File: src/rtl/mscr_pkg.sv
// shared constants and types for the system supervision and remote block
package mscr_pkg;

  localparam int CLK_HZ = 20000000;
  // watchdog period in microseconds and its cycle count
  localparam int WDOG_US = 100000;
  localparam int WDOG_CYC = WDOG_US * (CLK_HZ / 1000000);
  // leak message hold-off after power-on, milliseconds
  localparam int LEAK_SETTLE_MS = 2000;
  localparam int LEAK_SETTLE_CYC = LEAK_SETTLE_MS * (CLK_HZ / 1000);
  localparam int CNT_W = 32;

  localparam int SLOTS = 5;
  localparam int HI_LINES = 6;
  localparam int LO_LINES = 7;

  localparam int RMT_LINES = 7;
  // remote line positions
  localparam int RL_PREPARE = 0;
  localparam int RL_START = 1;
  localparam int RL_SHUTDOWN = 2;
  localparam int RL_POWERON = 3;
  localparam int RL_READY = 4;
  localparam int RL_STOP = 5;
  localparam int RL_STARTREQ = 6;

  typedef enum logic [1:0] {
    MSCR_CHAINED = 2'h0,
    MSCR_GLOBAL  = 2'h1,
    MSCR_LOCAL   = 2'h3
  } mscr_mode_t;

  typedef enum logic [1:0] {
    MSCR_INIT = 2'h0,
    MSCR_RUN  = 2'h1,
    MSCR_HUNG = 2'h3
  } mscr_wd_t;

  // logical remote requests, 1 = asserted
  typedef struct packed {
    logic startReq;
    logic stop;
    logic ready;
    logic powerOn;
    logic shutdown;
    logic start;
    logic prepare;
  } mscr_rmt_t;

endpackage

File: src/rtl/mscr_cnt.sv
// down counter with load, used for watchdog and leak settle
`timescale 1ns/100ps
`default_nettype none
module mscr_cnt
  import mscr_pkg::*;
(
  input  wire logic             core_clk,
  input  wire logic             rst_n,
  input  wire logic             clkEn,
  input  wire logic             load,
  input  wire logic [CNT_W-1:0] loadVal,
  input  wire logic             run,
  output var  logic             expired
);
  logic [CNT_W-1:0] cnt;

  always_ff @(posedge core_clk)
    if (!rst_n)
      cnt <= '0;
    else if (clkEn)
    begin
      if (load)
        cnt <= loadVal;
      else if (run && cnt != '0)
        cnt <= cnt - 1'h1;
    end

  assign expired = (cnt == '0) && !load;
endmodule
`default_nettype wire

File: src/rtl/mscr_sync.sv
// three-stage input synchroniser with agreement filter
`timescale 1ns/100ps
`default_nettype none
module mscr_sync
  import mscr_pkg::*;
#(
  parameter logic INIT = 1'h1
)(
  input  wire logic core_clk,
  input  wire logic rst_n,
  input  wire logic clkEn,
  input  wire logic din,
  output var  logic dout
);
  logic s1;
  logic s2;
  logic s3;

  always_ff @(posedge core_clk)
    if (!rst_n)
    begin
      s1 <= INIT;
      s2 <= INIT;
      s3 <= INIT;
    end
    else if (clkEn)
    begin
      s1 <= din;
      s2 <= s1;
      s3 <= s2;
    end

  // a change counts once stages two and three agree
  always_ff @(posedge core_clk)
    if (!rst_n)
      dout <= INIT;
    else if (clkEn && (s2 == s3))
      dout <= s3;
endmodule
`default_nettype wire

File: src/rtl/mscr_top.sv
// system supervision, watchdog, interrupts, leak gating and remote lines
`timescale 1ns/100ps
`default_nettype none
module mscr_top
  import mscr_pkg::*;
#(
  // watchdog and leak settle spans in clock cycles
  parameter int WD_CYC     = WDOG_CYC,
  parameter int SETTLE_CYC = LEAK_SETTLE_CYC
)(
  input  wire logic                core_clk,
  input  wire logic                rst_n,
  input  wire logic                clkEn,
  input  wire logic                powerOnRst,
  input  wire logic                switchRst,
  input  wire logic                swBusRst,
  input  wire logic                powerFail,
  input  wire logic [2:0]          timerOut,
  input  wire logic [SLOTS-1:0]    slotHiIrq,
  input  wire logic [SLOTS-1:0]    slotMailIrq,
  input  wire logic [1:0]          swIrq,
  input  wire logic                initDone,
  input  wire logic                wdKick,
  input  wire logic                swSysOk,
  input  wire logic                busReq,
  input  wire logic                leakSensorOk,
  input  wire logic                isInjector,
  input  wire mscr_mode_t          rmtMode,
  input  wire mscr_rmt_t           swRmtReq,
  input  wire logic                dispLatchWr,
  input  wire logic [7:0]          dispLatchIn,
  input  wire logic [RMT_LINES-1:0] rmtIn,
  output logic [RMT_LINES-1:0]     rmtOut,
  output logic [RMT_LINES-1:0]     rmtOe,
  output logic                     nmiReq,
  output logic [HI_LINES-1:0]      hiIrq,
  output logic [LO_LINES-1:0]      loIrq,
  output logic                     system_ok_n,
  output logic                     cpuHalt,
  output logic                     watchdog_indicator,
  output logic                     timerBackplane,
  output logic                     timerSoft,
  output logic                     busError,
  output logic                     busDevRst,
  output logic                     dispReset,
  output logic [7:0]               dispLatch,
  output logic                     busGrant,
  output logic                     leakError,
  output mscr_rmt_t                rmtSeen
);
  mscr_wd_t   wdState;
  mscr_wd_t   next_wdState;
  logic       wdExpired;
  logic       settleDone;
  logic       pfSync;
  logic       leakSync;
  logic       hung;
  logic       sysOk;
  logic [RMT_LINES-1:0] rmtSync;
  mscr_rmt_t  drv;
  mscr_rmt_t  en;

  // ===========================================================
  // input synchronisers
  mscr_sync #(.INIT(1'h0)) uPf
  (
    .core_clk (core_clk),
    .rst_n    (rst_n),
    .clkEn    (clkEn),
    .din      (powerFail),
    .dout     (pfSync)
  );

  mscr_sync #(.INIT(1'h1)) uLeak
  (
    .core_clk (core_clk),
    .rst_n    (rst_n),
    .clkEn    (clkEn),
    .din      (leakSensorOk),
    .dout     (leakSync)
  );

  genvar gi;
  generate
    for (gi = 0; gi < RMT_LINES; gi++)
    begin : gRmt
      mscr_sync #(.INIT(1'h1)) uR
      (
        .core_clk (core_clk),
        .rst_n    (rst_n),
        .clkEn    (clkEn),
        .din      (rmtIn[gi]),
        .dout     (rmtSync[gi])
      );
    end
  endgenerate

  // ===========================================================
  // watchdog
  // kick reloads, init holds off
  mscr_cnt uWd
  (
    .core_clk (core_clk),
    .rst_n    (rst_n),
    .clkEn    (clkEn),
    .load     (wdState != MSCR_RUN || wdKick),
    .loadVal  (CNT_W'(WD_CYC)),
    .run      (wdState == MSCR_RUN),
    .expired  (wdExpired)
  );

  always_comb
  begin
    next_wdState = wdState;
    case (wdState)
      MSCR_INIT: if (initDone) next_wdState = MSCR_RUN;
      MSCR_RUN:  if (wdExpired) next_wdState = MSCR_HUNG;
      MSCR_HUNG: next_wdState = MSCR_HUNG;
      default:   next_wdState = MSCR_INIT;
    endcase
  end

  always_ff @(posedge core_clk)
    if (!rst_n)
      wdState <= MSCR_INIT;
    else if (clkEn)
      wdState <= next_wdState;

  assign hung = (wdState == MSCR_HUNG);
  assign cpuHalt = hung;
  // indicator lit in init and hang
  assign watchdog_indicator = (wdState != MSCR_RUN);

  // ===========================================================
  // system ok
  // enabled after init, software or watchdog can clear
  always_ff @(posedge core_clk)
    if (!rst_n)
      sysOk <= 1'h0;
    else if (clkEn)
      sysOk <= initDone && swSysOk && !hung && next_wdState != MSCR_HUNG;

  assign system_ok_n = !sysOk;

  // ===========================================================
  // interrupts
  // nmi from synced powerfail
  assign nmiReq = pfSync;
  // timer sync plus gated slot lines
  assign hiIrq = {slotHiIrq & {SLOTS{!system_ok_n}}, timerOut[0]};
  assign loIrq = {swIrq, slotMailIrq};

  // ===========================================================
  // timer channels
  // three timer outputs routed
  assign timerBackplane = timerOut[0];
  assign timerSoft = timerOut[1];
  assign busError = timerOut[2];

  // ===========================================================
  // resets, display, bus hand-over
  // hardware or software reset of bus devices
  assign busDevRst = powerOnRst || switchRst || swBusRst;
  assign dispReset = powerOnRst;

  // latch not touched by any reset
  always_ff @(posedge core_clk)
    if (clkEn && dispLatchWr)
      dispLatch <= dispLatchIn;

  always_ff @(posedge core_clk)
    if (!rst_n)
      busGrant <= 1'h0;
    else if (clkEn)
      busGrant <= busReq;

  // ===========================================================
  // leak sensing
  // settle masks leak after power-on
  mscr_cnt uSettle
  (
    .core_clk (core_clk),
    .rst_n    (rst_n),
    .clkEn    (clkEn),
    .load     (powerOnRst),
    .loadVal  (CNT_W'(SETTLE_CYC)),
    .run      (1'h1),
    .expired  (settleDone)
  );

  always_ff @(posedge core_clk)
    if (!rst_n)
      leakError <= 1'h0;
    else if (clkEn)
      leakError <= settleDone && !leakSync;

  // ===========================================================
  // remote lines
  // low level on a line reads as true
  assign rmtSeen = mscr_rmt_t'(~rmtSync);

  always_comb
  begin
    en = '0;
    en.ready = 1'h1;
    en.shutdown = 1'h1;
    case (rmtMode)
      MSCR_CHAINED:
      begin
        en.prepare = isInjector;
        en.start = isInjector;
        en.stop = 1'h1;
        // pump or detector issues start request
        en.startReq = !isInjector;
      end
      MSCR_GLOBAL:
      begin
        en.prepare = isInjector;
        en.start = 1'h1;
        en.stop = 1'h1;
      end
      MSCR_LOCAL: en.stop = 1'h0;
      default:    en.stop = 1'h0;
    endcase
  end

  always_comb
  begin
    drv = swRmtReq & en;
    // hardware shutdown on leak or hang
    drv.shutdown = swRmtReq.shutdown || leakError || hung;
    drv.powerOn = 1'h0;
    // ready is high-true: pull low when not ready
    drv.ready = !swRmtReq.ready;
  end

  // open collector: only ever drive low
  // release the line when not asserting
  assign rmtOut = '0;
  // an enabled request pulls its line low; ready pulls low when not requested, power-on never
  assign rmtOe = drv;
endmodule
`default_nettype wire

File: config.mk
export PLATFORM = sky130hd
export DESIGN_NAME = mscr_top
export DESIGN_NICKNAME = d
export VERILOG_FILES = /design/src/rtl/mscr_pkg.sv /design/src/rtl/mscr_cnt.sv /design/src/rtl/mscr_sync.sv /design/src/rtl/mscr_top.sv
export SDC_FILE = /design/constraint.sdc
export NUM_CORES = 1
export LEC_CHECK = 0
export ABC_AREA = 1
export CAP_MARGIN = 5
export CORE_MARGIN = 2
export CORE_UTILIZATION = 50
export DETAILED_ROUTE_END_ITERATION = 10
export DONT_BUFFER_PORTS = 1
export GPL_TIMING_DRIVEN = 0
export SLEW_MARGIN = 0
export SYNTH_ARGS = -nofsm -noshare
export SYNTH_HDL_FRONTEND = slang
export SYNTH_HIERARCHICAL = 1
export SYNTH_SLANG_ARGS = --single-unit
File: constraint.sdc
create_clock -name core_clk -period 2.15 [get_ports core_clk]
set_input_delay 0.43 -clock core_clk [delete_from_list [all_inputs] [get_ports core_clk]]
set_output_delay 0.43 -clock core_clk [all_outputs]
set_load 0.1 [all_outputs]
==> results_dict.tcl, run 1 <==
set metrics [dict create \
    start_util_pct 51.0 \
    synth_edf_count 8 \
    yosysTopAreaCellShare_pct 29.8 \
    drv_cap 0 \
    crit_type "reg -> out" \
    area_delta_synth_final_pct 17.1 \
    run_status "finished clean" \
    grt_use_total_pct 24.8 \
    setup_viol 0 \
    grt_pass1_wl_um 28900 \
    worstPathArrival_ps 1630 \
    hold_violations 0 \
    yosys.area_share.simple_pct 40.4 \
    placed_cell_area_mm2 0.00757 \
    r2r-end "uWd/cnt[4]" \
    fin_skew_ps 4.52 \
    grt_max_degree 73 \
    synth_area_mm2 0.00705 \
    period_needed_ps 2060 \
    pwr_density_cell_mw_per_mm2 819 \
    port_buffers 0 \
    drv_slew 0 \
    worstHoldStart "rst_n" \
    setup_tns_ps 0 \
    hp-class "in -> reg" \
    syn_avg_cell_area_um2 6.16 \
    cts.sinks 113 \
    synth_ff_type "dfxtp_1" \
    yosysSeqAreaShare_pct 33.2 \
    dr.pass1.iters 5 \
    cp.required_ps 1720 \
    cp-start-kind "register" \
    cp-end-kind "primary output" \
    stdcell_area_mm2 0.00826 \
    routed_via_density 4.89 \
    ir_drop_uv 504 \
    htreeDepth 4 \
    synthTopCellsByArea "dfxtp_1, nand2_1, nor2_1, inv_1, nand3_1" \
    synth-compound-area-share_pct 12.9 \
    place_congestion 0.924 \
    hold_depth 1 \
    wire_per_inst_um 13.0 \
    finalWirelength_um 18700 \
    synthMuxAreaShare_pct 0 \
    cts_buffers 17 \
    netlist_instances 1145 \
    rows 43 \
    drt-initial-drc-count 412 \
    post-route-drc-count 0 \
    p_leak_uw 0.00421 \
    synth-seq-cells 113 \
    slew_headroom_pct 29.6 \
    rrSetupSlack_ps 110 \
    overflow 0 \
    synth_top_family_by_area "simple AND/OR/NAND/NOR gates" \
    ant_nets 0 \
    core_area_mm2 0.0138 \
    clk_path_buf_depth 2 \
    tightest_slew_ps 1050 \
    yosysUniqueCellTypes 38 \
    dpl.hpwl_um 13200 \
    crit_fanout 3 \
    diodes 0 \
    drive_gt1_share_pct 10.1 \
    vias 7005 \
    ff2ff_path_depth 13 \
    fin_nets 1295 \
    synth_warnings 6 \
    post-place-ws_ps -429 \
    grt_pass1_vias 6067 \
    synthXorXnorAreaFrac_pct 0.497 \
    root_buffer "clkbuf_16" \
    yosys.area_share.adder_pct 0.355 \
    whs_endpoint "gRmt[4].uR/s3" \
    cts_tree "built" \
    antenna_found_initial 0 \
    timing.final.ws_setup_ps 89.2 \
    insertion_delay_ps 420 \
    num_io_pins 106 \
    ys_async_sr_fraction_pct 0 \
    clk_pin_slew_ps 60 \
    timing.fmax_mhz 485 \
    r2r_start "wdState[0]" \
    yosys.area.top_type "dfxtp_1" \
    die_y_um 123 \
    nFillCells 1396 \
    die_w_um 123 \
    dieArea_mm2 0.0151 \
    period_share_pct 95.9 \
]
[final cells by class]
cell class | instances | area, µm² | share of cell area [%]
multi-input combinational | 906 | 4150 | 50.2
sequential | 113 | 2340 | 28.4
inverter | 149 | 584 | 7.07
clock buffer | 20 | 458 | 5.54
buffer | 48 | 333 | 4.03
tap | 180 | 225 | 2.73
clock inverter | 12 | 109 | 1.32
timing repair buffer | 5 | 58.8 | 0.712
[registers in the layout, summed over array words and instances (netlist names)]
| name | count |
|---|---|
| uSettle/cnt | 32 |
| uPf/s1 | 1 |
| busGrant | 1 |
| gRmt.uR/s3 | 7 |
| uLeak/s1 | 1 |
| gRmt.uR/s1 | 7 |
| uPf/s3 | 1 |
| uPf/s2 | 1 |
| dispLatch | 8 |
| leakError | 1 |
| wdState | 2 |
| gRmt.uR/dout | 7 |
| uLeak/dout | 1 |
| uWd/cnt | 32 |
| uLeak/s3 | 1 |
| uPf/dout | 1 |
| uLeak/s2 | 1 |
| sysOk | 1 |
| gRmt.uR/s2 | 7 |
[worst max-delay path by stage]
| stage | from | end | slack, ps | cells after the start |
|---|---|---|---|---|
| after floorplan | swRmtReq[5] | rmtOe[5] | 10 | 2 |
| after global placement | wdState[0] | uWd/cnt[29] | -480 | 10 |
| after detailed placement | wdState[0] | uWd/cnt[21] | -430 | 11 |
| after CTS | wdState[0] | uWd/cnt[8] | 10 | 13 |
| after global routing | wdState[0] | uWd/cnt[8] | -10 | 13 |
| final | leakError | rmtOe[2] | 90 | 2 |
[timing repair]
action                     CTS  global route
pin swaps                    2             6
gates resized for setup      9            16
setup buffers                1             3
setup endpoints to repair   33            49
hold buffers                 0             0
cloned                       0             1
[where the power goes]
group	switching, µW	internal, µW	total, µW
logic	1130	454	1580
clock network	1050	1660	2710
registers	209	2260	2470
total	2390	4370	6760
[routing by layer]
layer	global-route usage [%]	vias up	routed length, µm	part of all wire, %
met5	0	-	0	0
met1	29.5	3071	8270	44
met2	42.6	159	9080	49
met4	13.6	0	585	3.1
li1	-	3730	-	-
met3	4.04	45	738	4.0
[Yosys cell counts, types with 5 or more instances]
| cell | instances |
|---|---|
| a21oi_1 | 51 |
| buf_4 | 20 |
| buf_6 | 8 |
| clkbuf_1 | 14 |
| dfxtp_1 | 105 |
| edfxtp_1 | 8 |
| inv_1 | 142 |
| inv_2 | 5 |
| nand2_1 | 339 |
| nand3_1 | 76 |
| nand4_1 | 16 |
| nor2_1 | 182 |
| nor2_2 | 17 |
| o211ai_1 | 18 |
| o21ai_0 | 76 |
| o21ai_1 | 8 |
| o21bai_1 | 6 |
| or2_2 | 6 |
[logic make-up (layout without fill, tap and decap cells)]
family,Yosys count,count (layout)
other,2,73
DFF,113,113
and+or+nand+nor,660,660
AOI/OAI and AO/OA,167,167
xor gates and xnor gates,4,4
adders and majority gates,2,2
buffers and inverters,197,234
[placed cells by master (no fill, tap or decap), types with 3 or more instances in the layout]
cell type,instances
nand2_1,338
nor2_1,178
inv_1,141
dfxtp_1,103
o21ai_0,76
nand3_1,75
conb_1,73
a21oi_1,51
buf_4,23
nor2_2,20
clkbuf_16,19
o211ai_1,18
nand4_1,16
clkbuf_1,14
buf_6,9
edfxtp_1,8
o21ai_1,7
or2_2,6
o21bai_1,6
nand2_2,5
clkinvlp_4,5
inv_2,4
inv_6,4
nor2_8,4
o22ai_1,4
xor2_1,4
clkinv_2,3
nor3_1,3
nand3_4,3
buf_2,3
[worst max-delay path, cell delays in order (launching register included)]
cell     delay, ps
dfxtp_2        670
nor2_1         120
nand2_2        410
[metrics by stage]
| stage | instances | util [%] | hold slack, ps | power [µW] |
|---|---|---|---|---|
| 6_report | 1433 | 59.8 | 76.3 | 6760 |
| 5_1_grt | 1433 | 59.8 | 74.4 | 7100 |
| 4_1_cts | 1429 | 59.0 | 64.0 | 6770 |
| 3_5_place_dp | 1396 | 54.7 | 448 | 4040 |
| 3_3_place_gp | 1396 | 54.7 | 450 | 4030 |
| 2_1_floorplan | 1216 | - | 431 | 3740 |
Note: power is estimated with default switching activity, not from simulation.
==> run 2, diff against run 1 <==
ABC_AREA = 0   (was 1)
==> run 2 against run 1 <==
Clock-buffer cell count down 2. Critical path depth up 4. Global-route usage up 3.5 points. The flow now finishes with violations (negative setup slack). Highest routed layer unchanged. Clock power up 7%. Largest power group unchanged. Routed wire length up 5.8%. Total power up 4.7%. First-iteration DRC count up 26%. Register-to-register slack worse by 280 ps. Utilization up 7.7 points. Synthesized area down 10%. Via count down 7.8%. Hold slack worse by 3.6 ps.
==> results_dict.tcl, run 2 <==
set metrics [dict create \
    run_status "finished with violations" \
    violations "negative setup slack" \
    p_sw_uw 2360 \
    swShare_pct 33.4 \
    startpoint "uSettle/cnt[20]" \
    num_io_pins 106 \
    hold_violations 0 \
    rows 41 \
    path_cells "or4_4 > nand4b_4 > buf_2 > nor4_1 > o21ai_0 > a31o_1" \
    ant_nets 0 \
    drive_gt1_share_pct 25.5 \
    crit_buf_inv 1 \
    place_congestion 0.903 \
    synth_edf_count 8 \
    yosys.area_share.adder_pct 0.395 \
    r2r-end "uSettle/cnt[31]" \
    period_needed_ps 2320 \
    tightest_slew_ps 1320 \
    area_delta_synth_final_pct 32.8 \
    synth_area_mm2 0.00633 \
    fin_skew_ps 5.69 \
    cp-endpoint "uSettle/cnt[31]" \
    grt_use_total_pct 28.3 \
    period_share_pct 108 \
    rsz0062_at_grt "true" \
    cp-end-kind "register" \
    crit_fanout 8 \
    synth-seq-cells 113 \
    synthMuxAreaShare_pct 5.06 \
    critPathTopFamily "simple AND/OR/NAND/NOR gates" \
    fin_nets 966 \
    synthTopCellsByArea "dfxtp_1, nand2_1, a21oi_1, mux2i_1, o21ai_0" \
    synth_most_common_cell "nand2_1" \
    crit_type "reg -> reg" \
    routed_via_density 5.89 \
    die_w_um 116 \
    pwr-share-clk_pct 41.0 \
    synth_ff_type "dfxtp_1" \
    path_depth 6 \
    cts_tree "built" \
    ff2ff_path_depth 6 \
    synth-compound-area-share_pct 25.5 \
    yosysSeqAreaShare_pct 37.0 \
    crit_slowest_cell "or4_4" \
    cts.sinks 113 \
    post-route-drc-count 0 \
    p_leak_uw 0.00343 \
    r2r_start "uSettle/cnt[20]" \
    port_buffers 0 \
    dieArea_mm2 0.0136 \
    grt_pass1_vias 5948 \
    drt-initial-drc-count 520 \
    syn_avg_cell_area_um2 8.07 \
    netlist_instances 784 \
    root_buffer "clkbuf_16" \
    grt_max_degree 55 \
    worstPathArrival_ps 2630 \
    die_y_um 116 \
    top_regs "uSettle/cnt x32, uWd/cnt x32, dispLatch x8" \
    timing.final.ws_setup_ps -172 \
    slowest_delay_ps 580 \
    setup_tns_ps -4850 \
    combPwrFrac_pct 24.4 \
    yosys.area.top_type "dfxtp_1" \
    drv_cap 0 \
    timing.fmax_mhz 431 \
    synth_warnings 6 \
    synthTopCellsByCount "nand2_1, dfxtp_1, a21oi_1" \
    synthXorXnorAreaFrac_pct 0 \
    whs_ps 72.7 \
    slew_headroom_pct 11.7 \
    overflow 0 \
    layout_commonest_cell "nand2_1" \
    cts_buffers 17 \
    setup_viol 63 \
    core_area_mm2 0.0125 \
    pwr_density_cell_mw_per_mm2 843 \
    hp-class "in -> reg" \
    dpl.hpwl_um 12100 \
    rrSetupSlack_ps -170 \
    synth_top_family_by_area "compound AO/OA/AOI/OAI gates" \
    start_util_pct 50.8 \
    diodes 0 \
    antenna_found_initial 0 \
    yosys.area_share.simple_pct 24.6 \
    cp.required_ps 2460 \
    mostFrequentLayoutCells "nand2_1, dfxtp_1, conb_1, a21oi_1, buf_4" \
    clk_pin_slew_ps 60 \
    internal_power_uw 4720 \
    clk_path_buf_depth 2 \
    cts_hold_buffers 0 \
    ys_async_sr_fraction_pct 0 \
    grt_pass1_wl_um 29800 \
    power_frac_seq_pct 34.6 \
    insertion_delay_ps 420 \
    yosysUniqueCellTypes 61 \
    cp-start-kind "register" \
    drv_slew 0 \
    ir_drop_uv 615 \
    dr.pass1.iters 6 \
    finalWirelength_um 19800 \
    yosysTopAreaCellShare_pct 33.2 \
    vias 6459 \
    wire_per_inst_um 18.0 \
    htreeDepth 4 \
]
==> run 2: what timing repair did <==
item	in CTS	in global routing
buffers inserted	18	7
pin swaps	27	33
gates cloned	3	6
setup endpoints to repair	68	68
gates resized for setup	82	87
==> run 2: worst reg2reg max path, delay by kind of cell (launching register included) <==
family | cells | cell delay [ps]
compound gates | 2 | 390
simple gates | 3 | 1240
buf+inv | 1 | 240
flops | 1 | 340
==> run 2: power groups by stage <==
stage	Combinational [µW]	Sequential, µW	Clock [µW]
6_report	1730	2450	2900
5_1_grt	1840	2460	3050
4_1_cts	1510	2440	2950
3_5_place_dp	1340	2470	0
3_3_place_gp	1320	2470	0
2_1_floorplan	1090	2440	0
==> run 2: cells by family (layout without fill, tap and decap cells) <==
group           Yosys count  in the layout
simple gates            304            304
buf+inv                  87            151
compound gates          244            245
mux                      32             32
other cells               2             77
flops                   113            113
fa+ha+maj                 2              2
==> run 2: final cells by class <==
| type | instances | area (µm²) |
|---|---|---|
| clock buffers | 18 | 429 |
| flip-flops and latches | 113 | 2350 |
| multi-input cells | 660 | 4350 |
| well taps | 172 | 215 |
| plain buffers | 67 | 488 |
| fillers | 1036 | 4060 |
| inverters | 20 | 77.6 |
| clock inverters | 14 | 175 |
| repair buffers | 32 | 312 |
==> run 2: how the worst min path moves through the flow <==
stage / cells after the start / endpoint / slack [ps] / start
5_1_grt: 1 / gRmt[0].uR/s2 / 60 / rst_n
4_1_cts: 1 / gRmt[0].uR/s2 / 60 / rst_n
6_report: 1 / gRmt[0].uR/s3 / 70 / rst_n
2_1_floorplan: 2 / gRmt[0].uR/s1 / 440 / gRmt[0].uR/s1
3_5_place_dp: 2 / gRmt[5].uR/s3 / 460 / gRmt[5].uR/s3
3_3_place_gp: 2 / gRmt[0].uR/s3 / 450 / gRmt[0].uR/s3
==> run 2: through the flow <==
step	cells	total power, µW	util [%]	setup slack (ps)	instance area (µm²)
after floorplan	859	3540	-	-464	6710
after global placement	1031	3790	55.5	-586	6920
after detailed placement	1031	3820	55.6	-657	6940
after CTS	1084	6900	63.9	-127	7970
after global routing	1096	7360	67.4	-210	8400
final	1096	7080	67.4	-172	8400
==> run 2: layer usage <==
| layer | global-route usage (%) | up-vias | part of all wire (%) |
|---|---|---|---|
| li1 | - | 3068 | - |
| met1 | 34.4 | 3038 | 41 |
| met2 | 47.2 | 307 | 49 |
| met3 | 7.21 | 46 | 7.3 |
| met4 | 12.9 | 0 | 2.3 |
| met5 | 0 | - | 0 |
==> run 3, diff against run 2 <==
CELL_PAD_IN_SITES_DETAIL_PLACEMENT = 1   (was not set)
CELL_PAD_IN_SITES_GLOBAL_PLACEMENT = 2   (was not set)
CORE_UTILIZATION = 37   (was 50)
PLACE_DENSITY_LB_ADDON = 0.1   (was not set)
==> run 3 against run 2 <==
The flow still finishes with violations (negative setup slack). Combinational power grew 9%. Routed wire length grew 19%. Critical path depth is the same. Cell count grew 5.5%. Setup slack lost 21 ps. First-iteration DRC count shrank 35%. Utilization shrank 15 points. Flip-flop and latch count is the same. Die area grew 34%. Clock skew grew 4.8 ps.
==> results_dict.tcl, run 3 (synthesis gave the netlist of run 2 again) <==
set metrics [dict create \
    run_status "finished with violations" \
    violations "negative setup slack" \
    critPathTopFamily "simple AND/OR/NAND/NOR gates" \
    hp-class "in -> reg" \
    ir_drop_uv 562 \
    root_buffer "clkbuf_16" \
    p_sw_uw 2630 \
    pwr_density_cell_mw_per_mm2 833 \
    timing.fmax_mhz 427 \
    cp-start-kind "register" \
    rsz0062_at_grt "true" \
    p_leak_uw 0.00349 \
    place_congestion 0.838 \
    combPwrFrac_pct 26.2 \
    multi_input_area_mm2 0.00445 \
    post-route-drc-count 0 \
    dr.pass1.iters 4 \
    crit_type "reg -> reg" \
    slowest_delay_ps 570 \
    r2r_start "uWd/cnt[27]" \
    cts_tree "built" \
    antenna_found_initial 0 \
    clk_pin_slew_ps 70 \
    die_y_um 135 \
    vias 6610 \
    setup_viol 63 \
    stdcell_count 1156 \
    fin_skew_ps 10.5 \
    hold_violations 0 \
    placed_cells 1079 \
    dieArea_mm2 0.0182 \
    start_util_pct 38.0 \
    crit_fanout 5 \
    port_buffers 0 \
    rrSetupSlack_ps -190 \
    ff2ff_path_depth 6 \
    drv_cap 0 \
    power_frac_seq_pct 34.1 \
    grt_pass1_wl_um 36100 \
    nFillCells 1970 \
    timing.final.ws_setup_ps -193 \
    rows 47 \
    drv_slew 0 \
    grt_use_total_pct 25.4 \
    finalWirelength_um 23600 \
    mostFrequentLayoutCells "nand2_1, dfxtp_1, conb_1, buf_4, a21oi_1" \
    ant_nets 0 \
    path_cells "or4_4 > or4_4 > o31ai_4 > buf_6 > nor3_2 > a31o_2" \
    routed_via_density 5.72 \
    insertion_delay_ps 420 \
    swShare_pct 36.4 \
    grt_max_degree 55 \
    tightest_slew_ps 1320 \
    cts.sinks 113 \
    num_io_pins 106 \
    period_needed_ps 2340 \
    cp-end-kind "register" \
    diodes 0 \
    pwr-share-clk_pct 39.7 \
    stdcell_area_mm2 0.00867 \
    hold_depth 1 \
    overflow 0 \
    drive_gt1_share_pct 29.1 \
    dpl.hpwl_um 14500 \
    grt_pass1_vias 6815 \
    worstPathArrival_ps 2660 \
    wire_per_inst_um 20.4 \
    r2r-end "uWd/cnt[16]" \
    area_delta_synth_final_pct 37.0 \
    drt-initial-drc-count 337 \
    fin_nets 978 \
    layout_commonest_cell "nand2_1" \
    core_area_mm2 0.0166 \
    cp.required_ps 2470 \
    clk_path_buf_depth 2 \
    die_w_um 135 \
    path_common_cell "or4_4" \
    period_share_pct 109 \
    whs_endpoint "gRmt[6].uR/s3" \
    crit_slowest_cell "or4_4" \
    top_regs "uSettle/cnt x32, uWd/cnt x32, dispLatch x8" \
    placed_cell_area_mm2 0.00700 \
    crit_buf_inv 1 \
    cts_buffers 17 \
    slew_headroom_pct 11.8 \
    htreeDepth 4 \
    regArea_mm2 0.00235 \
    worstHoldStart "rst_n" \
    internal_power_uw 4590 \
]
-- run 3: per-stage QoR --
| step | utilization (%) | worst slack, ps | hold WS (ps) | TNS, ps | total power [µW] |
|---|---|---|---|---|---|
| after floorplan | - | -464 | 440 | -1130 | 3540 |
| after global placement | 42.0 | -817 | 452 | -31280 | 3830 |
| after global routing | 52.1 | -255 | 44.8 | -10000 | 7520 |
| after detailed placement | 42.0 | -857 | 461 | -33280 | 3870 |
| after CTS | 49.4 | -119 | 48.0 | -4570 | 7010 |
| final | 52.1 | -193 | 63.9 | -6940 | 7230 |
-- run 3: layout make-up --
cell class,instances,share of cell area (%)
well taps,220,3.17
inverters,20,0.938
clock inverters,15,1.86
repair buffers,44,4.73
flip-flops and latches,113,27.2
clock buffers,17,4.91
multi-input cells,660,51.3
plain buffers,67,5.96
-- run 3: worst max-delay path by stage --
stage	to	cells after the start	from	slack [ps]
final	uWd/cnt[16]	6	uWd/cnt[27]	-190
after global routing	uWd/cnt[14]	9	wdState[1]	-260
after CTS	uWd/cnt[31]	7	wdState[0]	-120
after detailed placement	uWd/cnt[5]	9	wdState[0]	-860
after global placement	uWd/cnt[7]	9	wdState[0]	-820
after floorplan	rmtOe[6]	1	rmtMode[0]	-460
-- run 3: power by group through the flow --
stage          Combinational, µW  Clock, µW  Sequential, µW
2_1_floorplan               1090          0            2440
3_3_place_gp                1360          0            2470
3_5_place_dp                1390          0            2480
4_1_cts                     1630       2930            2450
5_1_grt                     2010       3030            2480
6_report                    1890       2870            2460
-- run 3: per-layer routing --
metal	vias up	GRT usage [%]	share of wire, %
met3	60	6.08	4.1
li1	3080	-	-
met5	-	0	0
met4	0	10.4	3.5
met2	178	44.1	51
met1	3292	30.0	42
-- run 3: what timing repair did --
action                                  4_1_cts  5_1_grt
gates resized for setup                     124       82
hold buffers                                  0        0
endpoints found under the setup margin       68       68
pin swaps                                    41       20
buffers inserted                             24       15
cloned                                        4        5
